===== src/inc/event_timer_defines.vh =====
// Purpose: constants for the sixteen bit event timer
// Assumes: AXI4-Lite register map, 32-bit words
// Notes:   offsets are word indices; byte address is four times the index
`ifndef EVENT_TIMER_DEFINES_VH
`define EVENT_TIMER_DEFINES_VH

// register word offsets
`define OFF_CTRL       4'h0
`define OFF_PRESCALE   4'h1
`define OFF_MATCH_A    4'h2
`define OFF_MATCH_B    4'h3
`define OFF_COUNT      4'h4
`define OFF_CAPTURE    4'h5
`define OFF_STATUS     4'h6
`define OFF_MASK       4'h7
`define OFF_OUTCTL     4'h8
`define OFF_ONESHOT    4'h9

// control register fields
`define CTRL_RUN       0
`define CTRL_WRAP      1
`define CTRL_CLR_B     2
`define CTRL_EDGE_LO   3
`define CTRL_EDGE_HI   4

// output control fields, per channel n at bit 4*n
`define OC_ENABLE      0
`define OC_ACT_HIGH    1
`define OC_MODE_LO     2
`define OC_MODE_HI     3

// output modes
`define OMODE_TOGGLE   2'h0
`define OMODE_PWM      2'h1
`define OMODE_ONESHOT  2'h2

// one-shot register: set bit n, clear bit n+2
`define OS_SET_LO      0
`define OS_CLR_LO      2

// edge select codes
`define EDGE_RISE      2'h0
`define EDGE_FALL      2'h1
`define EDGE_BOTH      2'h2

// prescaler codes
`define PRS_MIN        4'h1
`define PRS_MAX        4'h9
`define PRS_EXT        4'hf
`define PRS_RESET      4'h1

// status bits
`define ST_MATCH_A     0
`define ST_MATCH_B     1
`define ST_WRAP        2
`define ST_EDGE        3
`define ST_WIDTH       4

// reset values and constants
`define ZERO16         16'h0000
`define MAX16          16'hffff
`define AXI_OKAY       2'h0
`define AXI_DECERR     2'h3

`endif


===== src/design/sixteen_bit_event_timer.v =====
// Contract
// - counter, two match values and capture are sixteen bits, counting up.
// - interval interrupt, count clock of 4 to 1024 system clocks.
// - two independent square-wave outputs, width 1 to 65536 counts.
// - pulse width measured in count periods, minimum three system clocks.
// - one-shot output goes active on software, inactive on match.
// - each output pin has its own one-shot control.
// - event mode counts one or both edges; source at most fclk/6.
// - also provides PWM output, cycle measurement and one-shot pulses.
// - five masked interrupt sources on irq: match a, match b, wrap, edge and width; the width bit is set by every valid edge, like edge.
// - run set from zero clears counter on first count clock.
// - match raises channel interrupt; match B may clear counter.
// - valid event edge copies counter into capture holding register.
// - counting past maximum wraps to zero and sets wrap flag.
//
// Purpose: 16-bit timer/event counter with AXI4-Lite registers
// Assumes: single clock mclk, asynchronous active-low reset
// Notes:   status bits are sticky and clear on read
`timescale 1ns/1ps
`include "event_timer_defines.vh"

module sixteen_bit_event_timer #(
   parameter CW = 16
) (
   // clock and reset
   input  wire          mclk,
   input  wire          arst_n,
   // axi4-lite write address
   input  wire [5:0]    s_axi_awaddr,
   input  wire          s_axi_awvalid,
   output wire          s_axi_awready,
   // axi4-lite write data
   input  wire [31:0]   s_axi_wdata,
   input  wire [3:0]    s_axi_wstrb,
   input  wire          s_axi_wvalid,
   output wire          s_axi_wready,
   // axi4-lite write response
   output reg  [1:0]    s_axi_bresp,
   output reg           s_axi_bvalid,
   input  wire          s_axi_bready,
   // axi4-lite read address
   input  wire [5:0]    s_axi_araddr,
   input  wire          s_axi_arvalid,
   output wire          s_axi_arready,
   // axi4-lite read data
   output reg  [31:0]   s_axi_rdata,
   output reg  [1:0]    s_axi_rresp,
   output reg           s_axi_rvalid,
   input  wire          s_axi_rready,
   // pins
   input  wire          ext_event_input,
   output reg           wave_out_0,
   output reg           wave_out_1,
   // interrupts
   output wire          match_irq_a,
   output wire          match_irq_b,
   output reg           irq
);

   reg  [CW-1:0] up_counter_reg;
   reg  [CW-1:0] match_value_a_reg;
   reg  [CW-1:0] match_value_b_reg;
   reg  [CW-1:0] capture_holding_reg;
   reg  [4:0]    ctrl_reg;
   reg  [3:0]    prescale_reg;
   reg  [7:0]    outctl_reg;
   reg  [4:0]    status_reg;
   reg  [4:0]    mask_reg;
   reg  [9:0]    div_reg;
   reg           first_reg;
   reg  [1:0]    shot_reg;
   reg  [1:0]    toggle_reg;
   reg           aw_held_reg;
   reg           w_held_reg;
   reg  [5:0]    aw_addr_reg;
   reg  [31:0]   w_data_reg;
   reg  [3:0]    w_strb_reg;

   wire       run_bit = ctrl_reg[`CTRL_RUN];
   wire       ev_edge;
   wire       count_tick;
   wire       wrap_now;
   wire       hit_a;
   wire       hit_b;
   wire       wr_fire;
   wire       rd_fire;
   wire [3:0] wr_idx;
   wire [3:0] rd_idx;
   reg        tick_pre;
   reg [31:0] rd_word;

   edge_catcher u_edge (
      .mclk       (mclk),
      .arst_n     (arst_n),
      .pin_in     (ext_event_input),
      .edge_sel   (ctrl_reg[`CTRL_EDGE_HI:`CTRL_EDGE_LO]),
      .edge_pulse (ev_edge)
   );

   // write channel: address and data taken in either order
   assign s_axi_awready = ~aw_held_reg & ~s_axi_bvalid;
   assign s_axi_wready  = ~w_held_reg & ~s_axi_bvalid;
   assign wr_fire       = aw_held_reg & w_held_reg;
   assign wr_idx        = aw_addr_reg[5:2];
   assign s_axi_arready = ~s_axi_rvalid;
   assign rd_fire       = s_axi_arvalid & s_axi_arready;
   assign rd_idx        = s_axi_araddr[5:2];

   always @* begin
      tick_pre = 1'b0;
      if (prescale_reg >= `PRS_MIN && prescale_reg <= `PRS_MAX)
         tick_pre = (div_reg & ((10'h002 << prescale_reg) - 10'h001)) == 10'h000;
   end
   // external edges drive the count in event mode
   assign count_tick = run_bit & ((prescale_reg == `PRS_EXT) ? ev_edge : tick_pre);

   // matches gated by run, before the first clear
   assign hit_a    = run_bit & ~first_reg & (up_counter_reg == match_value_a_reg);
   assign hit_b    = run_bit & ~first_reg & (up_counter_reg == match_value_b_reg);
   assign wrap_now = count_tick & ~first_reg & (up_counter_reg == `MAX16);

   // hold match irq as a one-cycle event per count period
   reg hit_a_q;
   reg hit_b_q;
   assign match_irq_a = hit_a & ~hit_a_q;
   assign match_irq_b = hit_b & ~hit_b_q;

   // counter, prescaler, capture
   always @(posedge mclk or negedge arst_n) begin
      if (!arst_n) begin
         up_counter_reg      <= `ZERO16;
         capture_holding_reg <= `ZERO16;
         div_reg             <= 10'h000;
         first_reg           <= 1'b1;
         hit_a_q             <= 1'b0;
         hit_b_q             <= 1'b0;
      end else begin
         hit_a_q <= hit_a;
         hit_b_q <= hit_b;
         div_reg <= run_bit ? div_reg + 10'h001 : 10'h000;
         if (!run_bit) begin
            up_counter_reg <= `ZERO16;
            first_reg      <= 1'b1;
         end else if (count_tick) begin
            first_reg <= 1'b0;
            if (first_reg)
               up_counter_reg <= `ZERO16;
            else if (ctrl_reg[`CTRL_CLR_B] && up_counter_reg == match_value_b_reg)
               up_counter_reg <= `ZERO16;
            else
               up_counter_reg <= up_counter_reg + 16'h0001;
         end
         if (run_bit && ev_edge)
            capture_holding_reg <= up_counter_reg;
      end
   end

   genvar g;
   generate
      for (g = 0; g < 2; g = g + 1) begin : ch
         wire [3:0] oc   = outctl_reg[4*g+3:4*g];
         wire       m_ev = (g == 0) ? match_irq_a : match_irq_b;
         wire       trig = wr_fire && wr_idx == `OFF_ONESHOT && w_strb_reg[0] && w_data_reg[`OS_SET_LO+g];
         wire       kill = wr_fire && wr_idx == `OFF_ONESHOT && w_strb_reg[0] && w_data_reg[`OS_CLR_LO+g];
         always @(posedge mclk or negedge arst_n) begin
            if (!arst_n) begin
               toggle_reg[g] <= 1'b0;
               shot_reg[g]   <= 1'b0;
            end else begin
               // toggle on own match
               if (m_ev)
                  toggle_reg[g] <= ~toggle_reg[g];
               // pwm: set at match b, reset at match a
               // one-shot: software sets, own match ends it
               if (oc[`OC_MODE_HI:`OC_MODE_LO] == `OMODE_ONESHOT) begin
                  if (trig)
                     shot_reg[g] <= 1'b1;
                  else if (m_ev || kill)
                     shot_reg[g] <= 1'b0;
               end else if (oc[`OC_MODE_HI:`OC_MODE_LO] == `OMODE_PWM) begin
                  if (match_irq_b)
                     shot_reg[g] <= 1'b1;
                  else if (match_irq_a)
                     shot_reg[g] <= 1'b0;
               end else
                  shot_reg[g] <= 1'b0;
            end
         end
      end
   endgenerate

   // pin drive: disabled pins sit at inactive level
   wire [1:0] act_lvl;
   assign act_lvl[0] = (outctl_reg[`OC_MODE_HI:`OC_MODE_LO] == `OMODE_TOGGLE) ? toggle_reg[0] : shot_reg[0];
   assign act_lvl[1] = (outctl_reg[4+`OC_MODE_HI:4+`OC_MODE_LO] == `OMODE_TOGGLE) ? toggle_reg[1] : shot_reg[1];
   always @(posedge mclk or negedge arst_n) begin
      if (!arst_n) begin
         wave_out_0 <= 1'b0;
         wave_out_1 <= 1'b0;
      end else begin
         wave_out_0 <= ~(outctl_reg[`OC_ACT_HIGH] ^ (outctl_reg[`OC_ENABLE] & act_lvl[0]));
         wave_out_1 <= ~(outctl_reg[4+`OC_ACT_HIGH] ^ (outctl_reg[4+`OC_ENABLE] & act_lvl[1]));
      end
   end

   // register writes, wrap flag; set wins over software clear
   always @(posedge mclk or negedge arst_n) begin
      if (!arst_n) begin
         ctrl_reg          <= 5'h00;
         prescale_reg      <= `PRS_RESET;
         match_value_a_reg <= `ZERO16;
         match_value_b_reg <= `ZERO16;
         outctl_reg        <= 8'h00;
         mask_reg          <= 5'h00;
      end else begin
         if (wr_fire) begin
            case (wr_idx)
               `OFF_CTRL:     if (w_strb_reg[0]) ctrl_reg <= w_data_reg[4:0];
               `OFF_PRESCALE: if (w_strb_reg[0]) prescale_reg <= w_data_reg[3:0];
               `OFF_MATCH_A:  if (&w_strb_reg[1:0]) match_value_a_reg <= w_data_reg[15:0];
               `OFF_MATCH_B:  if (&w_strb_reg[1:0]) match_value_b_reg <= w_data_reg[15:0];
               `OFF_OUTCTL:   if (w_strb_reg[0]) outctl_reg <= w_data_reg[7:0];
               `OFF_MASK:     if (w_strb_reg[0]) mask_reg <= w_data_reg[4:0];
               default:       ;
            endcase
         end
         if (wrap_now)
            ctrl_reg[`CTRL_WRAP] <= 1'b1;
      end
   end

   // sticky status, cleared by a read; new events still land
   wire [4:0] ev_vec = {ev_edge & run_bit, ev_edge & run_bit, wrap_now, match_irq_b, match_irq_a};
   always @(posedge mclk or negedge arst_n) begin
      if (!arst_n) begin
         status_reg <= 5'h00;
         irq        <= 1'b0;
      end else begin
         if (rd_fire && rd_idx == `OFF_STATUS)
            status_reg <= ev_vec;
         else
            status_reg <= status_reg | ev_vec;
         irq <= |(status_reg & mask_reg);
      end
   end

   // read mux, unmapped words read zero with decerr
   always @* begin
      rd_word = 32'h0000_0000;
      case (rd_idx)
         `OFF_CTRL:     rd_word = {27'h0, ctrl_reg};
         `OFF_PRESCALE: rd_word = {28'h0, prescale_reg};
         `OFF_MATCH_A:  rd_word = {16'h0, match_value_a_reg};
         `OFF_MATCH_B:  rd_word = {16'h0, match_value_b_reg};
         `OFF_COUNT:    rd_word = {16'h0, up_counter_reg};
         `OFF_CAPTURE:  rd_word = {16'h0, capture_holding_reg};
         `OFF_STATUS:   rd_word = {27'h0, status_reg};
         `OFF_MASK:     rd_word = {27'h0, mask_reg};
         `OFF_OUTCTL:   rd_word = {24'h0, outctl_reg};
         default:       rd_word = 32'h0000_0000;
      endcase
   end

   // axi handshakes
   always @(posedge mclk or negedge arst_n) begin
      if (!arst_n) begin
         aw_held_reg  <= 1'b0;
         w_held_reg   <= 1'b0;
         aw_addr_reg  <= 6'h00;
         w_data_reg   <= 32'h0000_0000;
         w_strb_reg   <= 4'h0;
         s_axi_bvalid <= 1'b0;
         s_axi_bresp  <= `AXI_OKAY;
         s_axi_rvalid <= 1'b0;
         s_axi_rresp  <= `AXI_OKAY;
         s_axi_rdata  <= 32'h0000_0000;
      end else begin
         if (s_axi_awvalid && s_axi_awready) begin
            aw_held_reg <= 1'b1;
            aw_addr_reg <= s_axi_awaddr;
         end
         if (s_axi_wvalid && s_axi_wready) begin
            w_held_reg <= 1'b1;
            w_data_reg <= s_axi_wdata;
            w_strb_reg <= s_axi_wstrb;
         end
         if (wr_fire) begin
            aw_held_reg  <= 1'b0;
            w_held_reg   <= 1'b0;
            s_axi_bvalid <= 1'b1;
            s_axi_bresp  <= (wr_idx <= `OFF_ONESHOT) ? `AXI_OKAY : `AXI_DECERR;
         end else if (s_axi_bready)
            s_axi_bvalid <= 1'b0;
         if (rd_fire) begin
            s_axi_rvalid <= 1'b1;
            s_axi_rdata  <= rd_word;
            s_axi_rresp  <= (rd_idx <= `OFF_ONESHOT) ? `AXI_OKAY : `AXI_DECERR;
         end else if (s_axi_rready)
            s_axi_rvalid <= 1'b0;
      end
   end

endmodule


===== src/design/edge_catcher.v =====
// Purpose: synchronise the event pin and flag its valid edges
// Assumes: pin held at least three mclk periods per level
// Notes:   two-flop synchroniser, then edge select
`timescale 1ns/1ps
`include "event_timer_defines.vh"

module edge_catcher (
   // clock and reset
   input  wire       mclk,
   input  wire       arst_n,
   // pin and selection
   input  wire       pin_in,
   input  wire [1:0] edge_sel,
   // result
   output wire       edge_pulse
);

   reg sync1_reg;
   reg sync2_reg;
   reg last_reg;

   always @(posedge mclk or negedge arst_n) begin
      if (!arst_n) begin
         sync1_reg <= 1'b0;
         sync2_reg <= 1'b0;
         last_reg  <= 1'b0;
      end else begin
         sync1_reg <= pin_in;
         sync2_reg <= sync1_reg;
         last_reg  <= sync2_reg;
      end
   end

   // edge decode on synchronised copy only
   wire rise = sync2_reg & ~last_reg;
   wire fall = ~sync2_reg & last_reg;
   assign edge_pulse = (edge_sel == `EDGE_RISE) ? rise :
                       (edge_sel == `EDGE_FALL) ? fall :
                       (edge_sel == `EDGE_BOTH) ? (rise | fall) : 1'b0;

endmodule


===== config.mk =====
export PLATFORM = sky130hd
export DESIGN_NAME = sixteen_bit_event_timer
export DESIGN_NICKNAME = d
export VERILOG_FILES = /design/src/design/sixteen_bit_event_timer.v /design/src/design/edge_catcher.v
export VERILOG_INCLUDE_DIRS = /design/src /design/src/inc
export SDC_FILE = /design/constraint.sdc
export NUM_CORES = 1
export LEC_CHECK = 0
export BUFFER_PORTS_ARGS = -buffer_cell sky130_fd_sc_hd__buf_4
export CAP_MARGIN = 25
export CORE_MARGIN = 2
export CORE_UTILIZATION = 40
export CTS_CLUSTER_DIAMETER = 200
export DETAILED_ROUTE_END_ITERATION = 6
export PLACE_DENSITY = 0.59
export RECOVER_POWER = 100
export SLEW_MARGIN = 20
export SYNTH_ARGS = -nofsm -noshare
export SYNTH_HDL_FRONTEND = slang
export SYNTH_SLANG_ARGS = --single-unit

===== constraint.sdc =====
create_clock -name mclk -period 3.6 [get_ports mclk]
set_input_delay 0.36 -clock mclk [delete_from_list [all_inputs] [get_ports mclk]]
set_output_delay 0.36 -clock mclk [all_outputs]
set_load 0.01 [all_outputs]

==> reports/results.md, run 1 <==
| Result | This run | Unit |
|:---|:---|:---|
| Run status | finished with violations | - |
| Violated checks | capacitance limit, slew limit | - |
| Cell variety after synth | 74 | - |
| Count of buffering cells on the critical path with inverters included | 2 | - |
| Sinks on Clock Net | 158 | - |
| Share of synthesized area occupied by flip-flops and latches | 49.21 | % |
| Ys async rst share | 100.0 | % |
| Sort of element at the end of the critical path | primary output | - |
| I/O pins | 102 | - |
| Part of the cycle the worst path needs | 87.67 | % |
| Path type of the worst min-delay path | input pin to flop | - |
| Total power per unit cell area | 663.0 | nW/um^2 |
| Core outline area | 19590 | sq um |
| Total leakage power | 0.004089 | uW |
| Final Instance Count excl. Fillers | 1028 | - |
| Setup_tns | 0 | ns |
| Cell count after synthesis | 706 | - |
| Layout cells sized above 1 | 24.38 | % |
| Initial Utilization | 41.04 | % |
| Peak fanout along the critical path | 10 | - |
| Number of nets with antenna violations after detailed routing | 0 | - |
| ANT cells | 0 | - |
| Setup repair bufs after CTS | 0 | - |
| Yosys warnings | 0 | - |
| DRC violations left | 0 | - |
| Buffer type at the clock tree root | clkbuf_16 | - |
| Number of violations reported at the end of detailed-routing iteration 0 | 402 | - |
| Number of enable-type register cells in the synthesized netlist | 0 | - |
| Dominant register cell in the synthesized netlist | dfrtp_1 | - |
| Util after Layout | 45.83 | % |
| Cell with the biggest individual delay on the critical path | dfrtp_1 | - |
| Min Tclk post-route | 3.156 | ns |
| Required time of the worst setup path | 3.24 | ns |
| Total routing usage reported by global routing | 18.80 | % |
| Site row count | 51 | - |
| Final Wtd Congestion | 0.8476 | - |
| Hold buffers post-CTS | 0 | - |
| Area growth from synthesis to layout | 11.67 | % |
| Die span in x | 145.8 | microns |
| Final slew viol count | 91 | - |
| Clock-pin slew of the registers on the worst-case setup and hold paths | 0.07 | ns |
| Max Fclk | 0.3168 | GHz |
| Slowest Stage Delay on Critical Path | 0.64 | ns |
| Number of global-route vias before repair | 5725 | - |
| Post-synthesis register bit count | 158 | - |
| Slew margin rel. | -55.59 | % |
| Synth top area share | 48.56 | % |
| Kind of start point of the critical path | flop | - |
| Largest delay share family, worst path | simple AND/OR/NAND/NOR gates | - |
| Hold Fails Final Rpt | 0 | - |
| Max clock buf depth | 2 | - |
| Critical path class | flop to primary output | - |
| Detailed-route wire length per cell | 18.93 | microns |
| Placed cell area | 8651 | sq um |
| Clock tree from TritonCTS | done | - |
| Number of nets at the end of the flow | 811 | - |
| Total of fill cells in the finished design | 1871 | - |
| Cell taking the most area after synthesis | dfrtp_1 | - |
| Antenna violations before repair | 0 | - |
| Maximum number of pins on one net before global-route repair | 91 | - |
| Inserted Clock Buffers | 17 | - |
| Post-Synthesis Cell Area | 8039 | sq um |
| First-pass iteration count of the detailed router | 5 | - |
| Overall via count from detail_route | 5650 | - |
| Maximum vdd drop | 469.3 | uV |
| Worst hold slack after final layout | 0.06430 | ns |
| Endpoints failing setup | 0 | - |
| CTS H-tree lvls | 4 | - |
| Worst clock skew on the final layout | 0.009652 | ns |
| Data arrival time of the critical path | 2.80 | ns |
| Post-cts resize count | 0 | - |
| Die area | 21250 | sq um |
| Largest cells by area after synthesis | dfrtp_1 (49%), mux2_2 (13%), nand2_1 (2.8%) | - |
| RSZ-0062 raised after global routing | false | - |
| Die Height | 145.8 | microns |
| Post-synthesis area per instance | 11.39 | sq um |
| Ordered list of cells on the worst path | xnor2_1 > nand4_1 > nor4_4 > or3b_1 > inv_1 > clkbuf_1 | - |
| First-pass GRT wire length | 31550 | microns |
| Total wire length | 19460 | microns |
| Half-perimeter wire length after placement | 13440 | microns |
| Cell Count Post-Placement | 995 | - |
| Count of buffers inserted at the top-level ports | 63 | - |
| Transition time at the pin with the least slew margin | 2.334 | ns |
| Count of max-cap constraint violations | 1 | - |
| Mean number of vias per cell | 5.496 | - |
| GR Overflow Total | 0 | - |
| Clock Latency Late Sink | 0.43 | ns |
| Post-route design area | 8977 | sq um |
## path summary, 6_finish.rpt
kind / start / end / slack [ns] / cells past startpoint
max: up_counter_reg[3] / match_irq_b / 0.44 / 6
max in group asynchronous: arst_n / match_value_b_reg[3] / 0.91 / 2
min in group asynchronous: arst_n / w_strb_reg[1] / 0.61 / 1
min: ext_event_input / u_edge.sync1_reg / 0.06 / 1
max reg2reg: prescale_reg[3] / up_counter_reg[2] / 0.46 / 9
min reg2reg: u_edge.sync1_reg / u_edge.sync2_reg / 0.35 / 0
## through the flow
step | power [uW] | setup WS [ns]
floorplan | 3768 | 0.8991
global placement | 4262 | 0.7927
detailed placement | 4330 | 0.7259
CTS | 6087 | 0.4674
global route | 6284 | 0.2150
finish | 5952 | 0.4438
## layout make-up
class	instances	area, sq um	share of cell area (%)
sequential	158	3956	44.07
multi-input combinational	479	3621	40.33
timing repair buffer	77	436.7	4.864
clock buffer	17	425.4	4.739
tap	265	331.6	3.693
clock inverter	15	142.6	1.589
inverter	17	63.81	0.7108
## metal layers
layer | wire length, microns | part of all wire (%) | vias to the layer above | track usage (%)
li1 | - | - | 2595 | -
met1 | 8537 | 44 | 2845 | 25.25
met2 | 9469 | 49 | 185 | 30.85
met3 | 1118 | 5.7 | 25 | 3.824
met4 | 336 | 1.7 | 0 | 5.490
met5 | 0 | 0 | - | 0
## cells in the final DEF (no fill, tap or decap), types with 4 or more instances in the layout
cell / count
dfrtp_1: 156
mux2_2: 91
nand2_1: 59
buf_4: 37
clkbuf_1: 37
nand3_1: 26
xnor2_1: 23
o21ai_0: 22
nor2_1: 21
xor2_1: 21
inv_1: 17
clkbuf_16: 17
conb_1: 16
a22o_1: 15
a21oi_1: 15
a222oi_1: 13
nand2b_1: 12
nand4_1: 9
o22ai_1: 8
nor2b_1: 8
a21o_1: 8
and2_0: 8
a211oi_1: 7
nor4_1: 7
nor3_1: 6
and3_1: 6
inv_6: 6
o211ai_1: 5
ha_1: 5
a32oi_1: 4
a22oi_1: 4
or2_2: 4
inv_8: 4
## power breakdown
part / internal (uW) / leakage [uW] / switching, uW
sequential: 2180 / 0.00210 / 499
combinational: 744 / 0.00171 / 779
clock: 919 / 0.000276 / 828
## Yosys cell counts (12+ instances only)
cell / count
inv_1: 17
clkbuf_1: 27
a222oi_1: 13
o21ai_0: 21
dfrtp_1: 156
nand3_1: 26
nand2_1: 59
buf_4: 21
a22o_1: 15
xnor2_1: 23
a21oi_1: 15
nor2_1: 21
mux2_2: 91
nand2b_1: 12
xor2_1: 21
## worst register-to-register path: stages, from the launching register on
cell	delay [ns]
dfrtp_1	0.53
nor3_1	0.30
nand2b_1	0.09
ha_1	0.31
or4b_1	0.51
o22ai_1	0.18
o21ai_2	0.11
a31oi_1	0.49
nand2b_4	0.36
o21ai_0	0.13
## kinds of logic after synthesis
group	after synthesis	synth area share [%]
AOI/OAI and AO/OA	129	12.90
other	1	0.04665
DFF	158	49.21
and+or+nand+nor	189	12.90
xor gates and xnor gates	45	4.996
muxes	95	13.56
buffers and inverters	84	5.603
adders and majority gates	5	0.7782
Power figures use the tool's default switching activity.
==> run 2, diff against run 1 <==
==> constraint.sdc (replaced) <==
create_clock -name mclk -period 3.6 [get_ports mclk]
set_input_delay 0.36 -clock mclk [delete_from_list [all_inputs] [get_ports mclk]]
set_output_delay 0.36 -clock mclk [all_outputs]
set_load 0.1 [all_outputs]
==> run 2 against run 1 <==
The flow still finishes with violations (capacitance limit, slew limit). Worst hold slack better by 0.0083 ns. Cell area rose by 1.5%. Count of clock-buffer cells in the layout rose by 3. Register-to-register slack better by 0.02 ns. Setup slack got worse by 0.12 ns. Largest cell class unchanged. Non-clock buffer count up 6. Clock skew decreased by 0.00067 ns. Power increased by 8.8%. Routed wire length is 0.33% higher. Sequential share of layout area shrank 0.64 points. First-iteration DRC count rose by 17%.
==> reports/results.md, run 2 (synthesis results as in run 1) <==
| Result | This run | Unit |
|:---|:---|:---|
| Run status | finished with violations | - |
| Violated checks | capacitance limit, slew limit | - |
| Most used routing layer in global routing | met2 | - |
| RSZ-0062 raised after global routing | false | - |
| Initial Utilization | 41.04 | % |
| Setup repair bufs after CTS | 0 | - |
| GR Overflow Total | 0 | - |
| Layout cells sized above 1 | 25.52 | % |
| Total leakage power | 0.004123 | uW |
| Startpoint of the lowest-slack register-to-register path | prescale_reg[3] | - |
| Critical Path Source | up_counter_reg[3] | - |
| Final Wtd Congestion | 0.8408 | - |
| Total power per unit cell area | 711.1 | nW/um^2 |
| Core outline area | 19590 | sq um |
| Hold buffers post-CTS | 0 | - |
| I/O pins | 102 | - |
| Min Tclk post-route | 3.273 | ns |
| Number of nets at the end of the flow | 817 | - |
| Peak fanout along the critical path | 9 | - |
| Met3 global-route usage | 3.041 | % |
| Die Height | 145.8 | microns |
| Leading cell types in the layout, fill and taps excluded | dfrtp_1 (156), mux2_2 (91), nand2_1 (59), buf_4 (42), clkbuf_1 (41) | - |
| Worst clock skew on the final layout | 0.008985 | ns |
| Number of nets with antenna violations after detailed routing | 0 | - |
| Site row count | 51 | - |
| Area growth from synthesis to layout | 13.31 | % |
| Clock Latency Late Sink | 0.42 | ns |
| Hold Fails Final Rpt | 0 | - |
| Max clock buf depth | 2 | - |
| Endpoints failing setup | 0 | - |
| Tot Pwr | 6478 | uW |
| First-pass GRT wire length | 31960 | microns |
| ANT cells | 0 | - |
| Setup_tns | 0 | ns |
| Total of fill cells in the finished design | 1836 | - |
| Count of max-cap constraint violations | 1 | - |
| Detailed-route wire length per cell | 18.90 | microns |
| Count of buffers inserted at the top-level ports | 63 | - |
| Most frequent standard cell in the layout excluding fill and tap cells | dfrtp_1 | - |
| Max Fclk | 0.3056 | GHz |
| Clock-pin slew of the registers on the worst-case setup and hold paths | 0.06 | ns |
| Clock tree from TritonCTS | done | - |
| Endpoint of the most critical register-to-register path | up_counter_reg[6] | - |
| Data arrival time of the critical path | 2.91 | ns |
| Total routing usage reported by global routing | 18.99 | % |
| Required time of the worst setup path | 3.24 | ns |
| Critical path endpoint | match_irq_a | - |
| Half-perimeter wire length after placement | 13950 | microns |
| Maximum number of pins on one net before global-route repair | 93 | - |
| Critical path class | flop to primary output | - |
| Overall via count from detail_route | 5671 | - |
| Number of global-route vias before repair | 5826 | - |
| Antenna violations before repair | 0 | - |
| DRC violations left | 0 | - |
| Path type of the worst min-delay path | input pin to flop | - |
| Number of violations reported at the end of detailed-routing iteration 0 | 469 | - |
| Buffer type at the clock tree root | clkbuf_16 | - |
| CTS H-tree lvls | 4 | - |
| Final slew viol count | 93 | - |
| Post-cts resize count | 0 | - |
| Number of cells on the worst reg-to-reg path | 9 | - |
| Total wire length | 19530 | microns |
| Die span in x | 145.8 | microns |
| Setup slack on the worst flop-to-flop path | 0.48 | ns |
| Sinks on Clock Net | 158 | - |
| Die area | 21250 | sq um |
| Kind of start point of the critical path | flop | - |
| Maximum vdd drop | 679.4 | uV |
| Mean number of vias per cell | 5.490 | - |
| GR met2 Demand/Resource | 30.33 | % |
| First-pass iteration count of the detailed router | 6 | - |
| Slew margin rel. | -50.26 | % |
| Transition time at the pin with the least slew margin | 2.254 | ns |
| Met1 track demand over resource in global routing | 26.19 | % |
| Sort of element at the end of the critical path | primary output | - |
| Part of the cycle the worst path needs | 90.91 | % |
| Inserted Clock Buffers | 17 | - |
[run 2: cell count changes in the layout (fill, tap and decap cells not counted), sizes merged]
cell      change
inv           -6
bufinv        +2
clkinv        -2
clkbuf        +4
clkinvlp      +2
buf           +5
[run 2: worst max-delay path, cell delays in order (launching register included)]
cell and delay [ns]:
dfrtp_1 0.41, clkbuf_1 0.44, xor2_1 0.14, nor4_1 0.29, nand4_1 0.20, nor4_4 0.61
buf_4 0.41
[run 2: cell type report]
cell class / instances / area, sq um / share of cell area [%]
repair buffers: 83 / 474.2 / 5.206
multi-input cells: 479 / 3702 / 40.65
clock inverters: 11 / 133.9 / 1.470
inverters: 17 / 63.81 / 0.7005
well taps: 265 / 331.6 / 3.640
flip-flops and latches: 158 / 3956 / 43.43
clock buffers: 20 / 446.7 / 4.904
[run 2: worst min-delay path by stage]
| stage | startpoint | slack, ns | cells past startpoint | to |
|---|---|---|---|---|
| 2_1_floorplan | arst_n | 0.06 | 0 | aw_addr_reg[2] |
| 3_3_place_gp | u_edge.sync1_reg | 0.33 | 0 | u_edge.sync2_reg |
| 3_5_place_dp | u_edge.sync1_reg | 0.34 | 0 | u_edge.sync2_reg |
| 4_1_cts | arst_n | 0.03 | 1 | w_data_reg[3] |
| 5_1_grt | ext_event_input | 0.06 | 1 | u_edge.sync1_reg |
| 6_report | ext_event_input | 0.07 | 1 | u_edge.sync1_reg |
[run 2: report_power, final]
part	leakage, uW	switching (uW)	internal, uW
Combinational	0.00175	1250	752
Sequential	0.00210	511	2180
Clock	0.000270	734	1050
Total	0.00412	2500	3980
[run 2: per-stage QoR]
step,cells,cell area (sq um),setup WS (ns),utilization [%],hold WS (ns)
after global placement,1002,8693,0.7921,44.38,0.3350
after floorplan,721,8098,0.4790,-,0.06441
after global routing,1033,9109,0.2061,46.50,0.05951
after detailed placement,1002,8693,0.7074,44.38,0.3397
after CTS,1033,9274,0.4358,47.34,0.03427
final,1033,9109,0.3274,46.50,0.07261
[run 2: layer usage]
layer  vias to the layer above  routed length [microns]
met2                       166                     9234
met5                         -                        0
met4                         0                      408
li1                       2618                        -
met3                        25                      953
met1                      2862                     8930
